$ cat src/shared/pso_pkg.sv
// Constants and types for the status output block.
// Assumes a 10 MHz clock; timing counted in ms ticks.
package pso_pkg;

   // Clock and tick
   localparam int unsigned CLK_HZ        = 10_000_000;
   localparam int unsigned MS_PER_S      = 1000;
   localparam int unsigned CYC_PER_MS    = CLK_HZ / MS_PER_S;

   // Indicator pattern times, in ms
   localparam int unsigned SLOW_ON_MS    = 1000;
   localparam int unsigned SLOW_OFF_MS   = 1000;
   localparam int unsigned RAPID_ON_MS   = 250;
   localparam int unsigned RAPID_OFF_MS  = 250;
   localparam int unsigned VOLT_ON_MS    = 125;
   localparam int unsigned VOLT_OFF_MS   = 875;
   localparam int unsigned DATA_BLINK_MS = 25;

   // Debounce and output times, in minutes, seconds and ms
   localparam int unsigned MS_PER_MIN    = 60_000;
   localparam int unsigned IP_FAIL_MIN   = 2;
   localparam int unsigned WL_FAIL_MIN   = 15;
   localparam int unsigned PSTN_FAIL_MIN = 15;
   localparam int unsigned NOACK_S       = 80;
   localparam int unsigned RPS_MIN_S     = 1;
   localparam int unsigned QUERY_PULSE_MS = 1000;
   localparam int unsigned MAINS_DEF_MIN = 7;

   localparam int unsigned TMR_W         = 20;
   localparam logic [TMR_W-1:0] IP_FAIL_TICKS   = TMR_W'(IP_FAIL_MIN * MS_PER_MIN);
   localparam logic [TMR_W-1:0] WL_FAIL_TICKS   = TMR_W'(WL_FAIL_MIN * MS_PER_MIN);
   localparam logic [TMR_W-1:0] PSTN_FAIL_TICKS = TMR_W'(PSTN_FAIL_MIN * MS_PER_MIN);
   localparam logic [TMR_W-1:0] NOACK_TICKS     = TMR_W'(NOACK_S * MS_PER_S);
   localparam logic [TMR_W-1:0] RPS_MIN_TICKS   = TMR_W'(RPS_MIN_S * MS_PER_S);
   localparam logic [TMR_W-1:0] QUERY_TICKS     = TMR_W'(QUERY_PULSE_MS);
   localparam logic [TMR_W-1:0] MIN_TICKS       = TMR_W'(MS_PER_MIN);

   // Path establishment states
   localparam logic [1:0] PATH_DOWN      = 2'h0;
   localparam logic [1:0] PATH_ADDRESS   = 2'h1;
   localparam logic [1:0] PATH_UP        = 2'h2;

   // Fail-output mode selector values
   localparam logic [2:0] FMODE_QUERY    = 3'h1;
   localparam logic [2:0] FMODE_LINE     = 3'h2;
   localparam logic [2:0] FMODE_SPLIT    = 3'h4;

   // Telemetry commands
   localparam logic       TELEM_ID_LOW   = 1'h0;
   localparam logic       TELEM_ID_HIGH  = 1'h1;
   localparam logic [7:0] TELEM_DATA_SET = 8'h01;

   localparam logic [2:0] MAINS_DELAY_RST = 3'h7;

   typedef enum logic [2:0] {DOT_OFF, DOT_ON, DOT_SLOW, DOT_RAPID, DOT_VOLT} pso_dot_mode_t;

endpackage

$ cat src/shared/pso_dot_if.sv
// Carrier to one dot pattern generator.
// Assumes both ends share the system clock.
interface pso_dot_if;
   pso_pkg::pso_dot_mode_t mode;
   logic                   ms_tick;
   logic                   blink;
   logic                   dot;

   modport ctrl (output mode, output ms_tick, output blink, input dot);
   modport gen  (input mode, input ms_tick, input blink, output dot);
endinterface

$ cat src/core/pso_dot_gen.sv
// One path status dot pattern generator.
// Assumes one-cycle tick and blink strobes.
module pso_dot_gen
(
   input  wire logic i_clk_sys,
   input  wire logic i_rst,
   pso_dot_if.gen    dif
);

   logic [10:0] phase_ff;
   logic [10:0] on_ms;
   logic [10:0] period_ms;
   logic [4:0]  blink_ff;
   logic        base;

   // Pattern lengths per mode
   always_comb
   begin
      on_ms     = 11'h0;
      period_ms = 11'h1;
      case (dif.mode)
         pso_pkg::DOT_SLOW:
         begin
            on_ms     = 11'(pso_pkg::SLOW_ON_MS);
            period_ms = 11'(pso_pkg::SLOW_ON_MS + pso_pkg::SLOW_OFF_MS);
         end
         pso_pkg::DOT_RAPID:
         begin
            on_ms     = 11'(pso_pkg::RAPID_ON_MS);
            period_ms = 11'(pso_pkg::RAPID_ON_MS + pso_pkg::RAPID_OFF_MS);
         end
         pso_pkg::DOT_VOLT:
         begin
            on_ms     = 11'(pso_pkg::VOLT_ON_MS);
            period_ms = 11'(pso_pkg::VOLT_ON_MS + pso_pkg::VOLT_OFF_MS);
         end
         default:
         begin
            on_ms     = 11'h0;
            period_ms = 11'h1;
         end
      endcase
   end

   // Free-running phase; mode change keeps count
   always_ff @(posedge i_clk_sys)
   begin
      if (i_rst)
         phase_ff <= 11'h0;
      else if (dif.ms_tick)
         phase_ff <= (phase_ff + 11'h1 >= period_ms) ? 11'h0 : phase_ff + 11'h1;
   end

   always_ff @(posedge i_clk_sys)
   begin
      if (i_rst)
         blink_ff <= 5'h0;
      else if (dif.blink)
         blink_ff <= 5'(pso_pkg::DATA_BLINK_MS);
      else if (dif.ms_tick && blink_ff != 5'h0)
         blink_ff <= blink_ff - 5'h1;
   end

   // steady, dark or flashing base level
   assign base = (dif.mode == pso_pkg::DOT_ON) ||
                 (dif.mode != pso_pkg::DOT_OFF && phase_ff < on_ms);

   // Blink overrides; prior indication returns
   always_ff @(posedge i_clk_sys)
   begin
      if (i_rst)
         dif.dot <= 1'b0;
      else
         dif.dot <= base && (blink_ff == 5'h0) && !dif.blink;
   end

endmodule

$ cat src/core/pso_status_outputs.sv
// Path status dots, mains-fail delay, path query and general outputs.
// Assumes path and server inputs are on i_clk_sys;
// alarm pins are synchronised here.
module pso_status_outputs
#(
   parameter int unsigned CYC_PER_MS = pso_pkg::CYC_PER_MS
)
(
   input  wire logic       i_clk_sys,
   input  wire logic       i_rst,
   input  wire logic       i_pin_alarm_one,
   input  wire logic       i_pin_return_trig,
   input  wire logic       i_pin_path_query,
   input  wire logic       i_pin_mains_fail,
   input  wire logic [2:0] i_fail_output_mode_select,
   input  wire logic [2:0] i_mains_delay_min,
   input  wire logic       i_query_invert,
   input  wire logic       i_rps_invert,
   input  wire logic       i_fire_mode,
   input  wire logic       i_wire_is_pstn,
   input  wire logic [1:0] i_ip_state,
   input  wire logic [1:0] i_wl_state,
   input  wire logic       i_ip_traffic,
   input  wire logic       i_wl_traffic,
   input  wire logic       i_pstn_dialling,
   input  wire logic       i_pstn_in_call,
   input  wire logic       i_pstn_last_ok,
   input  wire logic       i_pstn_volt_fail,
   input  wire logic       i_wire_fail,
   input  wire logic       i_wl_fail,
   input  wire logic       i_telem_valid,
   input  wire logic       i_telem_id,
   input  wire logic [7:0] i_telem_data,
   input  wire logic       i_alarm_one_sent,
   input  wire logic       i_ack_alarm_one,
   input  wire logic       i_ack_return,
   output logic            o_dot_left,
   output logic            o_dot_right,
   output logic            o_general_output_one,
   output logic            o_general_output_two,
   output logic            o_general_output_three,
   output logic            o_mains_display,
   output logic            o_mains_tx,
   output logic            o_alarm_eleven
);

   localparam int unsigned TW = pso_pkg::TMR_W;

   logic [3:0]    sync1_ff;
   logic [3:0]    sync2_ff;
   logic          alarm1;
   logic          ret_trig;
   logic          query;
   logic          mains;
   logic          ret_prev_ff;
   logic          query_prev_ff;
   logic [15:0]   div_ff;
   logic          tick_ff;
   logic [TW-1:0] wire_tmr_ff;
   logic [TW-1:0] wl_tmr_ff;
   logic          wire_failed_ff;
   logic          wl_failed_ff;
   logic [TW-1:0] wire_limit;
   logic [TW-1:0] query_tmr_ff;
   logic          ctrl_ff;
   logic [TW-1:0] noack_tmr_ff;
   logic          noack_run_ff;
   logic          noack_ff;
   logic          ack_ff;
   logic          rps_ff;
   logic          rps_ack_ff;
   logic [TW-1:0] rps_tmr_ff;
   logic [TW-1:0] mains_tmr_ff;
   logic [2:0]    mains_min_ff;
   logic          mains_tx_ff;
   logic          out1_ff;
   logic          out2_ff;
   logic          out3_ff;
   logic [1:0]    dot_ff;
   logic          nxt_out1;
   logic          nxt_out2;
   logic          nxt_out3;
   logic          query_mode;

   pso_pkg::pso_dot_mode_t dot_mode [2];
   logic                   dot_blink [2];

   // Pin synchronisers
   always_ff @(posedge i_clk_sys)
   begin
      if (i_rst)
      begin
         sync1_ff <= 4'h0;
         sync2_ff <= 4'h0;
      end
      else
      begin
         sync1_ff <= {i_pin_mains_fail, i_pin_path_query, i_pin_return_trig, i_pin_alarm_one};
         sync2_ff <= sync1_ff;
      end
   end

   assign alarm1   = sync2_ff[0];
   assign ret_trig = sync2_ff[1];
   // learned polarity of the query input
   assign query    = sync2_ff[2] ^ i_query_invert;
   assign mains    = sync2_ff[3];

   always_ff @(posedge i_clk_sys)
   begin
      if (i_rst)
      begin
         div_ff  <= 16'h0;
         tick_ff <= 1'b0;
      end
      else
      begin
         tick_ff <= (div_ff == 16'(CYC_PER_MS - 1));
         div_ff  <= (div_ff == 16'(CYC_PER_MS - 1)) ? 16'h0 : div_ff + 16'h1;
      end
   end

   // Edge history for triggers
   always_ff @(posedge i_clk_sys)
   begin
      if (i_rst)
      begin
         ret_prev_ff   <= 1'b0;
         // Match the cleared synchroniser, so no false toggle
         query_prev_ff <= i_query_invert;
      end
      else
      begin
         ret_prev_ff   <= ret_trig;
         query_prev_ff <= query;
      end
   end

   // path fail debounce; one wireline timer
   assign wire_limit = i_wire_is_pstn ? pso_pkg::PSTN_FAIL_TICKS : pso_pkg::IP_FAIL_TICKS;

   always_ff @(posedge i_clk_sys)
   begin
      if (i_rst || !i_wire_fail)
      begin
         wire_tmr_ff    <= '0;
         wire_failed_ff <= 1'b0;
      end
      else if (tick_ff && !wire_failed_ff)
      begin
         wire_tmr_ff    <= wire_tmr_ff + TW'(1);
         wire_failed_ff <= (wire_tmr_ff + TW'(1) >= wire_limit);
      end
   end

   always_ff @(posedge i_clk_sys)
   begin
      if (i_rst || !i_wl_fail)
      begin
         wl_tmr_ff    <= '0;
         wl_failed_ff <= 1'b0;
      end
      else if (tick_ff && !wl_failed_ff)
      begin
         wl_tmr_ff    <= wl_tmr_ff + TW'(1);
         wl_failed_ff <= (wl_tmr_ff + TW'(1) >= pso_pkg::WL_FAIL_TICKS);
      end
   end

   // query function only in mode 1
   assign query_mode = (i_fail_output_mode_select == pso_pkg::FMODE_QUERY);

   // query toggle on single failure pulses low
   always_ff @(posedge i_clk_sys)
   begin
      if (i_rst)
         query_tmr_ff <= '0;
      else if (query_mode && (query != query_prev_ff) && (wire_failed_ff ^ wl_failed_ff))
         query_tmr_ff <= pso_pkg::QUERY_TICKS;
      else if (tick_ff && query_tmr_ff != '0)
         query_tmr_ff <= query_tmr_ff - TW'(1);
   end

   always_ff @(posedge i_clk_sys)
   begin
      if (i_rst)
         ctrl_ff <= 1'b1;
      else if (i_telem_valid && i_telem_data == pso_pkg::TELEM_DATA_SET)
         ctrl_ff <= (i_telem_id == pso_pkg::TELEM_ID_HIGH);
   end

   always_ff @(posedge i_clk_sys)
   begin
      if (i_rst)
      begin
         noack_run_ff <= 1'b0;
         noack_tmr_ff <= '0;
         noack_ff     <= 1'b0;
      end
      else if (i_alarm_one_sent)
      begin
         noack_run_ff <= 1'b1;
         noack_tmr_ff <= '0;
      end
      else if (i_ack_alarm_one)
      begin
         noack_run_ff <= 1'b0;
         noack_ff     <= 1'b0;
      end
      else if (noack_run_ff && tick_ff)
      begin
         noack_tmr_ff <= noack_tmr_ff + TW'(1);
         if (noack_tmr_ff + TW'(1) >= pso_pkg::NOACK_TICKS)
         begin
            noack_ff     <= 1'b1;
            noack_run_ff <= 1'b0;
         end
      end
      else if (!alarm1)
         noack_ff <= 1'b0;
   end

   // acknowledge latch; a new ack wins over input 1 reset
   always_ff @(posedge i_clk_sys)
   begin
      if (i_rst)
         ack_ff <= 1'b0;
      else if (i_ack_alarm_one)
         ack_ff <= 1'b1;
      else if (!alarm1)
         ack_ff <= 1'b0;
   end

   // return path, 1 s minimum hold
   always_ff @(posedge i_clk_sys)
   begin
      if (i_rst)
      begin
         rps_ff     <= 1'b0;
         rps_ack_ff <= 1'b0;
         rps_tmr_ff <= '0;
      end
      else if (ret_trig && !ret_prev_ff)
      begin
         rps_ff     <= 1'b1;
         rps_ack_ff <= 1'b0;
         rps_tmr_ff <= pso_pkg::RPS_MIN_TICKS;
      end
      else if (rps_ff)
      begin
         if (tick_ff && rps_tmr_ff != '0)
            rps_tmr_ff <= rps_tmr_ff - TW'(1);
         // Early ack held until hold expires
         if (i_ack_return)
            rps_ack_ff <= 1'b1;
         if ((rps_ack_ff || i_ack_return) && rps_tmr_ff == '0)
            rps_ff <= 1'b0;
      end
   end

   always_ff @(posedge i_clk_sys)
   begin
      if (i_rst)
      begin
         mains_tx_ff  <= 1'b0;
         mains_tmr_ff <= '0;
         mains_min_ff <= pso_pkg::MAINS_DELAY_RST;
      end
      else if (mains == mains_tx_ff)
      begin
         mains_tmr_ff <= '0;
         mains_min_ff <= i_mains_delay_min;
      end
      else if (mains_min_ff == 3'h0)
         mains_tx_ff <= mains;
      else if (tick_ff)
      begin
         if (mains_tmr_ff + TW'(1) >= pso_pkg::MIN_TICKS)
         begin
            mains_tmr_ff <= '0;
            mains_min_ff <= mains_min_ff - 3'h1;
         end
         else
            mains_tmr_ff <= mains_tmr_ff + TW'(1);
      end
   end

   // Output selection by mode
   always_comb
   begin
      nxt_out1 = wire_failed_ff || wl_failed_ff;
      nxt_out2 = i_fire_mode ? noack_ff : ctrl_ff;
      nxt_out3 = i_fire_mode ? ack_ff : (rps_ff ^ i_rps_invert);
      case (i_fail_output_mode_select)
         // line fault output, low on failure
         pso_pkg::FMODE_LINE:
            nxt_out1 = !(wire_failed_ff || wl_failed_ff);
         pso_pkg::FMODE_SPLIT:
         begin
            nxt_out1 = wire_failed_ff;
            nxt_out2 = wl_failed_ff;
         end
         // high on any failure, low pulse on query
         default:
            nxt_out1 = (wire_failed_ff || wl_failed_ff) && (query_tmr_ff == '0);
      endcase
   end

   always_comb
   begin
      dot_mode[1]  = (i_wl_state == pso_pkg::PATH_UP) ? pso_pkg::DOT_ON :
                     (i_wl_state == pso_pkg::PATH_ADDRESS) ? pso_pkg::DOT_SLOW :
                     pso_pkg::DOT_OFF;
      dot_blink[1] = i_wl_traffic;
      dot_blink[0] = i_ip_traffic && !i_wire_is_pstn;
      if (!i_wire_is_pstn)
         dot_mode[0] = (i_ip_state == pso_pkg::PATH_UP) ? pso_pkg::DOT_ON :
                       (i_ip_state == pso_pkg::PATH_ADDRESS) ? pso_pkg::DOT_SLOW :
                       pso_pkg::DOT_OFF;
      // voltage fail first, then call states
      else if (i_pstn_volt_fail)
         dot_mode[0] = pso_pkg::DOT_VOLT;
      else if (i_pstn_in_call)
         dot_mode[0] = pso_pkg::DOT_RAPID;
      else if (i_pstn_dialling)
         dot_mode[0] = pso_pkg::DOT_SLOW;
      else
         dot_mode[0] = i_pstn_last_ok ? pso_pkg::DOT_ON : pso_pkg::DOT_OFF;
   end

   // One pattern generator per dot
   for (genvar g = 0; g < 2; g++)
   begin : g_dot
      pso_dot_if dif ();

      assign dif.mode    = dot_mode[g];
      assign dif.ms_tick = tick_ff;
      assign dif.blink   = dot_blink[g];

      pso_dot_gen u_gen
      (
         .i_clk_sys (i_clk_sys),
         .i_rst     (i_rst),
         .dif       (dif)
      );

      always_ff @(posedge i_clk_sys)
      begin
         if (i_rst)
            dot_ff[g] <= 1'b0;
         else
            dot_ff[g] <= dif.dot;
      end
   end

   always_ff @(posedge i_clk_sys)
   begin
      if (i_rst)
      begin
         out1_ff         <= 1'b0;
         out2_ff         <= 1'b1;
         out3_ff         <= 1'b0;
         o_mains_display <= 1'b0;
         o_mains_tx      <= 1'b0;
         o_alarm_eleven  <= 1'b0;
      end
      else
      begin
         out1_ff         <= nxt_out1;
         out2_ff         <= nxt_out2;
         out3_ff         <= nxt_out3;
         o_mains_display <= mains;
         o_mains_tx      <= mains_tx_ff;
         o_alarm_eleven  <= query_mode ? 1'b0 : query;
      end
   end

   assign o_general_output_one   = out1_ff;
   assign o_general_output_two   = out2_ff;
   assign o_general_output_three = out3_ff;
   assign o_dot_left             = dot_ff[0];
   assign o_dot_right            = dot_ff[1];

endmodule

$ cat config.mk
export PLATFORM = sky130hd
export DESIGN_NAME = pso_status_outputs
export DESIGN_NICKNAME = d
export VERILOG_FILES = /design/src/shared/pso_pkg.sv /design/src/shared/pso_dot_if.sv /design/src/core/pso_dot_gen.sv /design/src/core/pso_status_outputs.sv
export SDC_FILE = /design/constraint.sdc
export NUM_CORES = 1
export LEC_CHECK = 0
export ABC_AREA = 1
export BUFFER_PORTS_ARGS = -buffer_cell sky130_fd_sc_hd__buf_2
export CAP_MARGIN = 10
export CORE_MARGIN = 3
export CORE_UTILIZATION = 43
export DETAILED_ROUTE_END_ITERATION = 8
export GPL_ROUTABILITY_DRIVEN = 1
export PLACE_DENSITY = 0.65
export SLEW_MARGIN = 20
export SYNTH_ARGS = -nofsm -noshare
export SYNTH_HDL_FRONTEND = slang
export SYNTH_SLANG_ARGS = --single-unit
$ cat constraint.sdc
create_clock -name i_clk_sys -period 3 [get_ports i_clk_sys]
set_clock_uncertainty 0.1 [all_clocks]
set_input_delay 0.45 -clock i_clk_sys [delete_from_list [all_inputs] [get_ports i_clk_sys]]
set_output_delay 0.45 -clock i_clk_sys [all_outputs]
set_load 0.01 [all_outputs]
==> results.toml <==
[die]
rows = 60
coreArea_sq_um = 27000
die_w_microns = 172
num_io_pins = 49
start_util = 0.439
die_area_sq_um = 29500
dieHeight_microns = 172

[clocking]
cts.sinks = 201
cts_buffers = 24
cts_root_buffer = "clkbuf_16"
cts_tree = "done"
ctsHoldBuffers = 0
clock_latency_ns = 0.53
clkTransAtPathRegs_ns = 0.06
cts_max_level = 1
clockBufferDepth = 3

[sta]
slew_viol_final = 0
timing.hold.ws_ns = 0.0350
tightest_slew_ns = 0.726
setup_violations = 0
setup_slack_ns = 0.141
finalSetupTns_ns = 0
period_share = 0.953
hold_violations = 0
fin_crit_ns = 2.86
slew_headroom = 0.514
max_freq_mhz = 350

[routing]
drt_iter0_markers = 717
drtAntennaViolNets = 0
wl_per_cell_microns = 12.5
routed_wirelength_microns = 27400
dr.pass1.iters = 5
via_per_inst = 5.05
dr_total_vias = 11100
drc = 0

[synthesis]
synth-seq-area-share = 0.340
async_flop_share = 0
synth_cell_type_count = 47
syn_inst = 1774
synth.avg_cell_area_sq_um = 6.66
ys.flop_type = "dfxtp_1"
yosysWarningCount = 0
synth.area.top_cells = "dfxtp_1, nand2_1, inv_1"
synth_top_area_frac = 0.340
synth-seq-cells = 201
syn_area_sq_um = 11800
synth_top_cell_by_area = "dfxtp_1"
synth_edf_count = 0

[final_layout]
final_common_cell = "nand2_1"
diodes = 0
syn_to_final_growth_pct = 13.7
stdcell_area_sq_um = 13400
drive_gt1_frac = 0.0940
layout_common_cells = "nand2_1, inv_1, nor2_1, dfxtp_1, a21oi_1"
fill_cells = 2687
fin_nets = 1937
layoutNonFillerInstCount = 2193

[worst_hold_path]
hold_start = "i_pin_return_trig"
hold_path.class = "in2reg"
hold_path_end = "sync1_ff[1]"
min_path_cells = 3

[critical_path]
worst_r2r_path_depth = 17
crit_type = "reg2reg"
cp_max_fo = 6
cp-end-kind = "flop"
critical_path_required_ns = 3.35
r2r-start = "g_dot[1].u_gen.phase_ff[0]"
r2r-end = "g_dot[1].u_gen.phase_ff[2]"
r2r_slack_ns = 0.14
cp-start-kind = "flop"
cp_data_arrival_time_ns = 3.21

[global_routing]
grt_pass1_vias = 10100
track_usage = 0.183
globalRouteOverflowTotal = 0
grt_max_degree = 43
antenna_found_initial = 0
grt_pass1_wl_microns = 46200

[placement]
gp_congestion = 0.857
place_inst = 2148
place_ws_ns = 0.0685
io_buffers = 48
hpwl_microns = 20200
place_area_sq_um = 12500

[outcome]
status = "finished, final reports clean"

[power]
ir_worst_vdd_mv = 0.374
power_density_nw_per_um2 = 451
cellLeakagePower_nw = 5.98

[job]
maxCapViolations = 0
[cell families (layout without fill, tap and decap cells)]
kind of cell | count (synthesis) | after routing | share of synthesized area
XOR/XNOR | 62 | 62 | 0.0459
other | 1 | 3 | 0.000317
AND/OR/NAND/NOR | 865 | 865 | 0.321
buffers and inverters | 303 | 379 | 0.0967
adder cells (fa/ha/maj) | 62 | 62 | 0.0656
AO/OA/AOI/OAI | 280 | 280 | 0.130
flip-flops | 201 | 201 | 0.340
[synth_stat cells (3+ instances only)]
cell type  count
nand2_1      361
inv_1        263
nor2_1       229
dfxtp_1      201
a21oi_1      139
nand3_1      121
o21ai_0       88
ha_1          62
nand4_1       51
xor2_1        47
nor3_1        44
clkbuf_1      26
xnor2_1       15
o211ai_1      11
nand2_2       10
or2_2         10
a31oi_1        9
nor2_2         8
o21bai_1       8
nand3b_1       7
nor2_4         6
a211oi_1       5
buf_2          5
and3_1         4
clkinv_1       4
inv_2          4
nor3b_1        4
nor4_1         4
o21a_1         4
a221oi_1       3
nand2_4        3
o31ai_1        3
[critical path, cell delays in order (launching register included)]
cell and delay (ns):
dfxtp_4 0.36, ha_2 0.20, nand3_2 0.12, nor2_4 0.16
nand3_2 0.11, nor2_4 0.14, nand3_1 0.09, xor2_1 0.14
inv_1 0.10, ha_4 0.25, nand2_2 0.10, nor2_1 0.07
a211oi_2 0.15, nand3_1 0.12, nor2_2 0.17, buf_6 0.15
nand3_1 0.09, a21oi_2 0.17
[metrics by stage]
stage / utilization / total power, W
after global routing: 0.499 / 0.00631
after CTS: 0.494 / 0.00614
final: 0.499 / 0.00606
after floorplan: - / 0.00298
after detailed placement: 0.463 / 0.00309
after global placement: 0.463 / 0.00308
[area by class of cell]
class | instances | area (sq um) | share of cell area
clock buffers | 34 | 718 | 0.0535
clock inverters | 10 | 125 | 0.00931
multi-input cells | 1272 | 6750 | 0.502
inverters | 271 | 1020 | 0.0760
flip-flops and latches | 201 | 4030 | 0.300
repair buffers | 64 | 364 | 0.0271
well taps | 341 | 427 | 0.0318
[sequential cells by signal, indices dropped and copies added (netlist names), 2 cells and up]
register / count
g_dot.u_gen.dif.dot: 2
sync2_ff: 4
g_dot.u_gen.phase_ff: 22
div_ff: 16
mains_min_ff: 3
noack_tmr_ff: 20
wl_tmr_ff: 20
query_tmr_ff: 20
sync1_ff: 4
g_dot.u_gen.blink_ff: 10
mains_tmr_ff: 20
wire_tmr_ff: 20
rps_tmr_ff: 20
[how the worst max path moves through the flow]
stage | startpoint | slack [ns] | end | cells after the start
after global routing | g_dot[1].u_gen.phase_ff[0] | -0.06 | g_dot[1].u_gen.phase_ff[2] | 17
after floorplan | g_dot[1].u_gen.phase_ff[0] | 0.41 | g_dot[1].u_gen.phase_ff[10] | 17
after CTS | g_dot[1].u_gen.phase_ff[0] | 0.06 | g_dot[1].u_gen.phase_ff[2] | 17
final | g_dot[1].u_gen.phase_ff[0] | 0.14 | g_dot[1].u_gen.phase_ff[2] | 17
after global placement | i_wire_is_pstn | 0.16 | g_dot[0].u_gen.phase_ff[0] | 15
after detailed placement | i_wire_is_pstn | 0.07 | g_dot[0].u_gen.phase_ff[0] | 15
[what timing repair did]
action | CTS | global route
endpoints found under the hold margin | 0 | 0
setup endpoints to repair | 0 | 23
gates resized for setup | 0 | 30
setup buffers | 0 | 0
[metal layers]
metal / vias up / GRT usage / routed length (microns)
met5: - / 0 / 0
met4: 0 / 0.0455 / 655
met3: 42 / 0.0239 / 968
met2: 151 / 0.312 / 12500
met1: 4983 / 0.247 / 13200
li1: 5889 / - / -
[where the power goes]
| part | internal [W] | switching, W |
|---|---|---|
| clock | 0.00185 | 0.00118 |
| combinational | 0.000112 | 0.000205 |
| sequential | 0.00270 | 0.0000189 |
| total | 0.00466 | 0.00140 |
Power figures use the tool's default switching activity.
